**config.mk**
```make
export PLATFORM = sky130hd
export DESIGN_NAME = fsled_encoder
export DESIGN_NICKNAME = d
export VERILOG_FILES = /design/src/hw/fsled_encoder.v /design/src/hw/fsled_blink.v
export VERILOG_INCLUDE_DIRS = /design/src /design/src/hw
export SDC_FILE = /design/constraint.sdc
export NUM_CORES = 1
export LEC_CHECK = 0
export BUFFER_PORTS_ARGS = -buffer_cell sky130_fd_sc_hd__buf_2
export CAP_MARGIN = 30
export CORE_MARGIN = 4
export CORE_UTILIZATION = 30
export DETAILED_ROUTE_END_ITERATION = 8
export PLACE_DENSITY_LB_ADDON = 0.3
export SETUP_SLACK_MARGIN = 0.05
export SYNTH_ARGS = -nofsm -noshare
export SYNTH_HDL_FRONTEND = slang
export SYNTH_HIERARCHICAL = 1
export SYNTH_SLANG_ARGS = --single-unit
```
**constraint.sdc**
```tcl
create_clock -name clk_sys -period 3.15 [get_ports clk_sys]
set_clock_uncertainty 0.15 [all_clocks]
set_input_delay 0.315 -clock clk_sys [delete_from_list [all_inputs] [get_ports clk_sys]]
set_output_delay 0.315 -clock clk_sys [all_outputs]
set_load 0.01 [all_outputs]
```
**src/hw/fsled_defines.vh**
```
// Constants for the fieldbus status indicator encoder.
// Included by the encoder, its checker and its bench; definitions only.
`ifndef FSLED_DEFINES_VH
`define FSLED_DEFINES_VH

// Register offsets (word index on the plain register port)
`define FSLED_ADDR_CTRL 4'h0
`define FSLED_ADDR_STATE 4'h1
`define FSLED_ADDR_IRQ_STAT 4'h2
`define FSLED_ADDR_IRQ_MASK 4'h3
`define FSLED_ADDR_WORD 4'h4
`define FSLED_ADDR_PDATA 4'h5
// Configuration register number that selects the display function
`define FSLED_CFG_REG_NUM 16'h0025

// Control register fields
`define FSLED_CTRL_DISP_BIT 0
`define FSLED_CTRL_RST 1'b0

// State register fields (software reports system state here)
`define FSLED_ST_MOD_RUN 0
`define FSLED_ST_MOD_INIT 1
`define FSLED_ST_CFG_ERR 2
`define FSLED_ST_FATAL 3
`define FSLED_ST_SCR_RUN 4
`define FSLED_ST_SCR_ERR 5
`define FSLED_ST_BUS_OFF 6
`define FSLED_ST_WARN 7
`define FSLED_ST_FB_LO 8
`define FSLED_ST_FB_HI 10
`define FSLED_ST_RST 16'h0000

// Fieldbus node states in the state register
`define FSLED_FB_OFF 3'h0
`define FSLED_FB_OPER 3'h1
`define FSLED_FB_STOP 3'h2
`define FSLED_FB_PREOP 3'h3
`define FSLED_FB_AUTOBAUD 3'h4

// Interrupt status bits
`define FSLED_IRQ_FATAL 0
`define FSLED_IRQ_BUSOFF 1
`define FSLED_IRQ_WARN 2
`define FSLED_IRQ_CFGERR 3
`define FSLED_IRQ_W 4

// Blink timing, flicker and flash half periods and single frame in microseconds, clock period in ns
`define FSLED_CLK_NS 4
`define FSLED_FLICKER_US 50000
`define FSLED_FLASH_US 200000
`define FSLED_SINGLE_US 1000000
`define FSLED_FLICKER_CYC (`FSLED_FLICKER_US * 1000 / `FSLED_CLK_NS)
`define FSLED_FLASH_CYC (`FSLED_FLASH_US * 1000 / `FSLED_CLK_NS)
`define FSLED_SINGLE_CYC (`FSLED_SINGLE_US * 1000 / `FSLED_CLK_NS)

// Single-flash on time equals one flash half period
`define FSLED_CNT_W 32

`endif

```
**src/hw/fsled_encoder.v**
```verilog
// Status indicator encoder for the first output word of the shift chain channel.
// Assumes software reports system state through the register port and a
// shift chain engine downstream takes the word from chain_word.
//
// Behaviour
// - Display mode puts indicators in low bits
// - Bit 0 low idle, high running
// - Bit 0 flashes during initialisation, bit 4 flickers during autobaud
// - Bit 1 flashes on configuration error
// - Fatal error: bit 1 high, logged
// - Bit 5 high while bus off
// - Bit 5 single-flashes at warning limit
`timescale 1ns/1ps
`default_nettype none
`include "fsled_defines.vh"

module fsled_encoder #(
   parameter [31:0] flicker_cyc = `FSLED_FLICKER_CYC,
   parameter [31:0] flash_cyc = `FSLED_FLASH_CYC,
   parameter [31:0] single_cyc = `FSLED_SINGLE_CYC
) (
   input wire clk_sys,
   input wire resetn,
   input wire [3:0] reg_addr,
   input wire [15:0] reg_wdata,
   input wire reg_wr,
   input wire reg_rd,
   output reg [15:0] reg_rdata,
   output reg [15:0] chain_word,
   output reg irq,
   output reg fatal_log
);

   reg disp_en; // Display function selected
   reg [15:0] sys_state; // System state written by software
   reg [15:0] pdata; // Process data for the first word
   reg [`FSLED_IRQ_W-1:0] irq_stat; // Sticky event flags
   reg [`FSLED_IRQ_W-1:0] irq_mask; // Event enables
   reg [`FSLED_IRQ_W-1:0] prev_ev; // Last event levels for edge detect
   reg [5:0] next_ind; // Indicator bits being composed
   reg [15:0] next_word; // Word bound for the chain
   wire [`FSLED_IRQ_W-1:0] ev_lvl; // Event levels
   wire [`FSLED_IRQ_W-1:0] ev_rise; // Event onsets
   wire [2:0] fb_state; // Fieldbus node state field
   wire wave_flicker; // Fast blink
   wire wave_flash; // Normal blink
   wire wave_single; // One short flash per frame

   assign fb_state = sys_state[`FSLED_ST_FB_HI:`FSLED_ST_FB_LO];

   // Shared blink timing keeps all LEDs in phase with each other
   fsled_blink #(
      .flicker_cyc(flicker_cyc),
      .flash_cyc(flash_cyc),
      .single_cyc(single_cyc)
   ) u_blink (
      .clk_sys(clk_sys),
      .resetn(resetn),
      .flicker(wave_flicker),
      .flash(wave_flash),
      .single(wave_single)
   );

   // Events that raise interrupts
   assign ev_lvl[`FSLED_IRQ_FATAL] = sys_state[`FSLED_ST_FATAL];
   assign ev_lvl[`FSLED_IRQ_BUSOFF] = sys_state[`FSLED_ST_BUS_OFF];
   assign ev_lvl[`FSLED_IRQ_WARN] = sys_state[`FSLED_ST_WARN];
   assign ev_lvl[`FSLED_IRQ_CFGERR] = sys_state[`FSLED_ST_CFG_ERR];
   assign ev_rise = ev_lvl & ~prev_ev;

   // Indicator composition; priority picks the most severe state per LED
   always @* begin
      next_ind = 6'h00;
      // Module operation: init flashes over run, nothing means off
      if (sys_state[`FSLED_ST_MOD_INIT]) begin
         next_ind[0] = wave_flash;
      end else if (sys_state[`FSLED_ST_MOD_RUN]) begin
         next_ind[0] = 1'b1;
      end else begin
         next_ind[0] = 1'b0;
      end
      // Module error: fatal beats configuration error
      if (sys_state[`FSLED_ST_FATAL]) begin
         next_ind[1] = 1'b1;
      end else if (sys_state[`FSLED_ST_CFG_ERR]) begin
         next_ind[1] = wave_flash;
      end else begin
         next_ind[1] = 1'b0;
      end
      // Script state
      next_ind[2] = sys_state[`FSLED_ST_SCR_RUN] ? 1'b1 : wave_flash;
      next_ind[3] = sys_state[`FSLED_ST_SCR_ERR];
      // Fieldbus node state
      case (fb_state)
         `FSLED_FB_OFF: next_ind[4] = 1'b0;
         `FSLED_FB_OPER: next_ind[4] = 1'b1;
         `FSLED_FB_STOP: next_ind[4] = wave_single;
         `FSLED_FB_PREOP: next_ind[4] = wave_flash;
         `FSLED_FB_AUTOBAUD: next_ind[4] = wave_flicker;
         default: next_ind[4] = 1'b0;
      endcase
      // Fieldbus error: bus off outranks the warning limit
      if (sys_state[`FSLED_ST_BUS_OFF]) begin
         next_ind[5] = 1'b1;
      end else if (sys_state[`FSLED_ST_WARN]) begin
         next_ind[5] = wave_single;
      end else begin
         next_ind[5] = 1'b0;
      end
      // Upper bits keep process data so outside LEDs see the rest untouched
      if (disp_en) begin
         next_word = {pdata[15:6], next_ind};
      end else begin
         next_word = pdata;
      end
   end

   // Register writes, sticky flags and the output word
   always @(posedge clk_sys or negedge resetn) begin
      if (!resetn) begin
         disp_en <= `FSLED_CTRL_RST;
         sys_state <= `FSLED_ST_RST;
         pdata <= 16'h0000;
         irq_stat <= {`FSLED_IRQ_W{1'b0}};
         irq_mask <= {`FSLED_IRQ_W{1'b0}};
         prev_ev <= {`FSLED_IRQ_W{1'b0}};
         chain_word <= 16'h0000;
         irq <= 1'b0;
         fatal_log <= 1'b0;
      end else begin
         prev_ev <= ev_lvl;
         chain_word <= next_word;
         // Write decode; unmapped addresses are ignored
         if (reg_wr) begin
            case (reg_addr)
               `FSLED_ADDR_CTRL: disp_en <= reg_wdata[`FSLED_CTRL_DISP_BIT];
               `FSLED_ADDR_STATE: sys_state <= reg_wdata;
               `FSLED_ADDR_IRQ_MASK: irq_mask <= reg_wdata[`FSLED_IRQ_W-1:0];
               `FSLED_ADDR_PDATA: pdata <= reg_wdata;
               default: ;
            endcase
         end
         // Write-one-to-clear; a new event in the same cycle wins
         if (reg_wr && reg_addr == `FSLED_ADDR_IRQ_STAT) begin
            irq_stat <= (irq_stat & ~reg_wdata[`FSLED_IRQ_W-1:0]) | ev_rise;
         end else begin
            irq_stat <= irq_stat | ev_rise;
         end
         // Fatal onset pulses into the error stack
         fatal_log <= ev_rise[`FSLED_IRQ_FATAL];
         irq <= |(irq_stat & irq_mask);
      end
   end

   // Read data stand one cycle after the strobe, zero otherwise
   always @(posedge clk_sys or negedge resetn) begin
      if (!resetn) begin
         reg_rdata <= 16'h0000;
      end else if (reg_rd) begin
         case (reg_addr)
            `FSLED_ADDR_CTRL: reg_rdata <= {15'h0000, disp_en};
            `FSLED_ADDR_STATE: reg_rdata <= sys_state;
            `FSLED_ADDR_IRQ_STAT: reg_rdata <= {12'h000, irq_stat};
            `FSLED_ADDR_IRQ_MASK: reg_rdata <= {12'h000, irq_mask};
            `FSLED_ADDR_WORD: reg_rdata <= chain_word;
            `FSLED_ADDR_PDATA: reg_rdata <= pdata;
            default: reg_rdata <= 16'h0000;
         endcase
      end else begin
         reg_rdata <= 16'h0000;
      end
   end

endmodule // fsled_encoder

`default_nettype wire

```
**src/hw/fsled_blink.v**
```verilog
// Blink pattern generator: flicker, flash and single-flash waveforms.
// Assumes one free running clock; periods are module parameters.
`timescale 1ns/1ps
`default_nettype none

module fsled_blink #(
   parameter [31:0] flicker_cyc = 32'd12500000,
   parameter [31:0] flash_cyc = 32'd50000000,
   parameter [31:0] single_cyc = 32'd250000000
) (
   input wire clk_sys,
   input wire resetn,
   output reg flicker,
   output reg flash,
   output reg single
);

   reg [31:0] cnt_flk; // Flicker half period counter
   reg [31:0] cnt_fl; // Flash half period counter
   reg [31:0] cnt_sg; // Single-flash frame counter

   // Flicker and flash toggle at their own half periods; single is on for one flash half period
   always @(posedge clk_sys or negedge resetn) begin
      if (!resetn) begin
         cnt_flk <= 32'h0;
         cnt_fl <= 32'h0;
         cnt_sg <= 32'h0;
         flicker <= 1'b0;
         flash <= 1'b0;
         single <= 1'b0;
      end else begin
         if (cnt_flk >= flicker_cyc - 32'h1) begin
            cnt_flk <= 32'h0;
            flicker <= ~flicker;
         end else begin
            cnt_flk <= cnt_flk + 32'h1;
         end
         if (cnt_fl >= flash_cyc - 32'h1) begin
            cnt_fl <= 32'h0;
            flash <= ~flash;
         end else begin
            cnt_fl <= cnt_fl + 32'h1;
         end
         if (cnt_sg >= single_cyc - 32'h1) begin
            cnt_sg <= 32'h0;
         end else begin
            cnt_sg <= cnt_sg + 32'h1;
         end
         // Short pulse at the start of each long frame
         single <= (cnt_sg < flash_cyc);
      end
   end

endmodule // fsled_blink

`default_nettype wire

```
Word level (Yosys, flattened, before mapping)

Cells that the tools add are included.

Bits in registers: 178
Input bits: 24
Output and inout port bits: 34
Word-level logic and storage cells: 63

$add $sub $neg: 3
Magnitude comparators: 4
Equality and inequality tests: 9
Muxes and demuxes: 15
Bitwise gates (word level): 9
Reductions and logical operators: 7

Operator list:

| cell                    | number |
|---|---|
| $add A32 B1 Y32 const B | 3 |
| $mux W32                | 3 |
| $pmux W16 S6            | 1 |
| $ge A32 B24 Y1 const B  | 1 |
| $ge A32 B26 Y1 const B  | 1 |
| $ge A32 B28 Y1 const B  | 1 |
| $lt A32 B26 Y1 const B  | 1 |
| $mux W16                | 1 |
| $and A4 B4 Y4           | 3 |
| $eq A4 B2 Y1 const B    | 2 |
| $eq A4 B3 Y1 const B    | 2 |
| $not A4 Y4              | 2 |
| $or A4 B4 Y4            | 2 |
| $reduce_and A2 Y1       | 4 |
| $mux W1                 | 7 |
| $eq A3 B2 Y1 const B    | 2 |
| $mux W6                 | 1 |
| $eq A4 B1 Y1 const B    | 1 |
| $logic_not A4 Y1        | 1 |
| $mux W4                 | 1 |
| $pmux W1 S4             | 1 |
| $reduce_or A4 Y1        | 1 |
| $eq A3 B1 Y1 const B    | 1 |
| $eq A3 B3 Y1 const B    | 1 |
| other kinds (2)         | 3 |

Depth between registers and ports, before layout

Word-level depth: 4
Depth in mapped cells: 7
Gate-level depth less buffers: 5

Hierarchy

Netlist, hierarchy kept.

Modules (own cells, without submodules):

| module        | times used | cells an instance | area each (µm²) | seq. area each (µm²) |
|---|---|---|---|---|
| fsled_blink   | 1          | 474               | 4738.3          | 2477.4 |
| fsled_encoder | 1          | 250               | 3373.2          | 1976.9 |

Worst setup path after synthesis

No wires, ideal clock.

Path kind: register to register
Start point: register u_blink.cnt_fl[0]
End point: register u_blink.cnt_fl[10]
Data arrival time: 1.878 ns
Required time: 2.868 ns
Slack: 0.990 ns
Stages on the path, launching flop included: 8
Period minus slack after synthesis: 2.160 ns
Cells stage by stage: dfrtp_1 -> ha_1 -> and4_1 -> clkbuf_1 -> a211oi_1 -> o221ai_1 -> clkbuf_1 -> nor2_1

Cells in the longest elaborated chain, start to end: 2

RTL lines:

| element                                           | line                               | text |
|---|---|---|
| start, declared                                   | fsled_blink.v:19                   | `reg [31:0] cnt_fl;` |
| start signal, assigned                            | fsled_blink.v:42                   | `cnt_fl <= cnt_fl + 32'h1;` |
| $add A32 B1 Y32 or $ge A32 B26 Y1 (tied branches) | fsled_blink.v:42, fsled_blink.v:38 |  |
| $mux W32 *                                        | fsled_blink.v:38                   | `if (cnt_fl >= flash_cyc - 32'h1) begin` |

Every way passes the cells marked *; elsewhere a longest branch is shown, timed or not.
A chain may end at the register's enable or synchronous reset.

Worst setup path in the final report

Start point: register u_blink.cnt_sg[0]
End point: register u_blink.cnt_sg[22]

Cells in the longest elaborated chain, start to end: 2

RTL lines:

| element                                           | line                               | text |
|---|---|---|
| start, declared                                   | fsled_blink.v:20                   | `reg [31:0] cnt_sg;` |
| start signal, assigned                            | fsled_blink.v:47                   | `cnt_sg <= cnt_sg + 32'h1;` |
| $add A32 B1 Y32 or $ge A32 B28 Y1 (tied branches) | fsled_blink.v:47, fsled_blink.v:44 |  |
| $mux W32 *                                        | fsled_blink.v:44                   | `if (cnt_sg >= single_cyc - 32'h1) begin` |

Marked as above.

==> impl_metrics.ini <==
[flow_run]
drv_cap = 0

[grt]
overflow = 0
grt_pass1_wl_um = 28600
gr-usage-all-layers_pct = 11.8
antenna_found_initial = 0
grt_max_degree = 77
grt_pass1_vias = 5640

[placed_design]
place_area_sq_um = 8790
dp_hpwl_um = 11300
gp_congestion = 0.742
placement.io_buffers = 57
place_ws_ns = 0.831

[yosys]
synthesis.area_sq_um = 8110
synth_seq_area_share_pct = 54.9
ys.warnings.count = 6
synth_edf_count = 0
syn_inst = 724
synthFlopType = dfrtp_1
ys_ff_latch = 178
async_reset_ff_share_pct = 100
synth_cell_type_count = 54
synth.avg_cell_area_sq_um = 11.2

[drt]
first_pass_iters = 5
finalWirelength_um = 17000
ant_nets = 0
post-route-drc-count = 0
drt_iter0_drc = 277
via_count = 5706
viasPerCell = 4.96
wl_per_cell_um = 14.8

[cts]
cts-root-buf = clkbuf_16
cts_tree = yes
clock_sinks = 178
clk_latency_ns = 0.44
cts_buffers = 17
clkTransAtPathRegs_ns = 0.08
ctsLongestPathBuffers = 2
htree_levels = 4

[worst_setup_path]
required_ns = 3.34
path_max_fanout = 13
r2r-end = u_blink/cnt_sg[22]
path_class = register to register
critPathLaunch = u_blink/cnt_sg[0]
r2r-start = u_blink/cnt_sg[0]
cp-start-kind = register
r2r_slack_ns = 0.81
crit_end = u_blink/cnt_sg[22]
r2r.worst_path.cells = 5
arrival_ns = 2.53
worst_setup_path_end_kind = register

[layout]
drive_gt1_share_pct = 19.9
design_area_sq_um = 9570
final_common_cell = dfrtp_1
final_cell_mix = dfrtp_1 (178), buf_2 (56), nor2_1 (49)
finalNetCount = 829
diodes = 0
area_growth_pct = 17.9

[sta]
timing.final.ws_setup_ns = 0.812
relSlewSlack_pct = 44.2
worst_pin_slew_ns = 0.837
rsz0062_at_grt = no
finalCritPeriodShare_pct = 74.2
tns_ns = 0
hold_viol = 0
fmax_ghz = 0.428
hold_ws_ns = 0.0298
maxSlewViolCount = 0
fin_crit_ns = 2.34
setup_viol = 0

[worst_hold_path]
hp-class = input port to register

[floorplan]
floorplan.die_area_sq_um = 29700
chipWidth_um = 172
start_util_pct = 30.8
die_y_um = 172
num_rows = 59
core_sq_um = 26400
io_pins = 58

[power]
pwr-share-comb_pct = 9.7
p_clk_share_pct = 40.5
power_mw = 5.37
seq_power_share_pct = 49.8
leakagePower_nw = 3.93
p_per_area_nw_per_um2 = 562
p_int_mw = 3.88
switching_share_pct = 27.8
irDropWorstVdd_uv = 377
p_switching_mw = 1.50

[status]
status = finished clean
[cells by family (layout without fill, tap and decap cells)]
family / after synthesis / count (layout) / synth area share [%]
other: 1 / 18 / 0.0462
xor gates and xnor gates: 39 / 39 / 4.21
DFF: 178 / 178 / 54.9
and+or+nand+nor: 274 / 274 / 19.9
muxes: 55 / 55 / 8.07
buffers and inverters: 50 / 124 / 2.84
AOI/OAI and AO/OA: 124 / 124 / 9.59
adders and majority gates: 3 / 3 / 0.463
[Yosys cell counts (all sizes together) (2+ instances only)]
cell,count,area [sq um]
a211o,3,26.3
a211oi,10,80.1
a21o,2,15.0
a21oi,42,210
a22oi,14,105
a31oi,2,12.5
and2,2,12.5
and3,11,68.8
and3b,10,87.6
and4,8,70.1
buf,14,95.1
clkbuf,21,78.8
dfrtp,178,4450
ha,3,37.5
inv,15,56.3
mux2,53,634
mux2i,2,20.0
nand2,42,165
nand2b,7,43.8
nand3,28,140
nand3b,5,37.5
nand4,22,153
nor2,50,195
nor2b,2,12.5
nor3,23,115
nor3b,4,35.0
nor4,11,75.1
nor4b,2,30.0
o21ai,24,120
o221ai,2,17.5
o31ai,22,165
or3,15,98.8
or4,28,210
xnor2,20,175
xor2,19,166
[routing by layer]
| metal | vias to the layer above | share of wire [%] | global-route usage (%) |
|---|---|---|---|
| met1 | 2820 | 49 | 16.1 |
| met3 | 13 | 3.0 | 2.63 |
| met2 | 79 | 47 | 19.0 |
| li1 | 2794 | - | - |
| met4 | 0 | 0.97 | 3.32 |
| met5 | - | 0 | 0 |
[what timing repair did]
action                    4_1_cts  5_1_grt
gates resized for setup         0        0
setup buffers                   0        0
hold buffers                   14        0
hold endpoints to repair      100        0
[worst min path at each step]
stage                  from              to  slack [ns]  cells after the start
6_report       reg_wdata[2]     irq_mask[2]        0.03                      2
5_1_grt        reg_wdata[3]     irq_mask[3]        0.02                      2
4_1_cts        reg_wdata[2]     irq_mask[2]        0.01                      2
3_5_place_dp       pdata[8]   chain_word[8]        0.24                      0
3_3_place_gp      pdata[15]  chain_word[15]        0.23                      0
2_1_floorplan        resetn   chain_word[0]       -0.13                      0
[registers in the layout, indices dropped and copies added (netlist names)]
register and count:
disp_en 1, u_blink/flicker 1, u_blink/flash 1, irq 1
chain_word 16, irq_stat 4, prev_ev 4, sys_state 16
fatal_log 1, u_blink/cnt_flk 32, u_blink/cnt_fl 32, u_blink/single 1
u_blink/cnt_sg 32, pdata 16, reg_rdata 16, irq_mask 4
[stage by stage]
| step | util, % | instances |
|---|---|---|
| after CTS | 36.3 | 1150 |
| after global routing | 36.3 | 1150 |
| after floorplan | - | 741 |
| final | 36.3 | 1150 |
| after global placement | 33.4 | 1104 |
| after detailed placement | 33.4 | 1104 |
[power groups by stage]
stage,sequential (mW),combinational (mW),clock [mW]
floorplan,2.69,0.300,0
global placement,2.72,0.514,0
detailed placement,2.72,0.515,0
CTS,2.68,0.532,2.25
global route,2.70,0.583,2.34
finish,2.68,0.522,2.18
[final cells by class]
| type | count | area (sq um) |
|---|---|---|
| timing repair buffer | 77 | 489 |
| clock inverter | 15 | 209 |
| sequential | 178 | 4450 |
| inverter | 15 | 56.3 |
| multi-input combinational | 513 | 3510 |
| tap | 335 | 419 |
| clock buffer | 17 | 425 |
| fill | 2585 | 16800 |
[critical path: stages, from the launching register on]
cell and delay (ns):
dfrtp_1 0.38, ha_1 0.27, nand3_1 0.17, or3_1 0.52, or4_1 0.52, a211oi_1 0.23
Power figures use the tool's default switching activity.
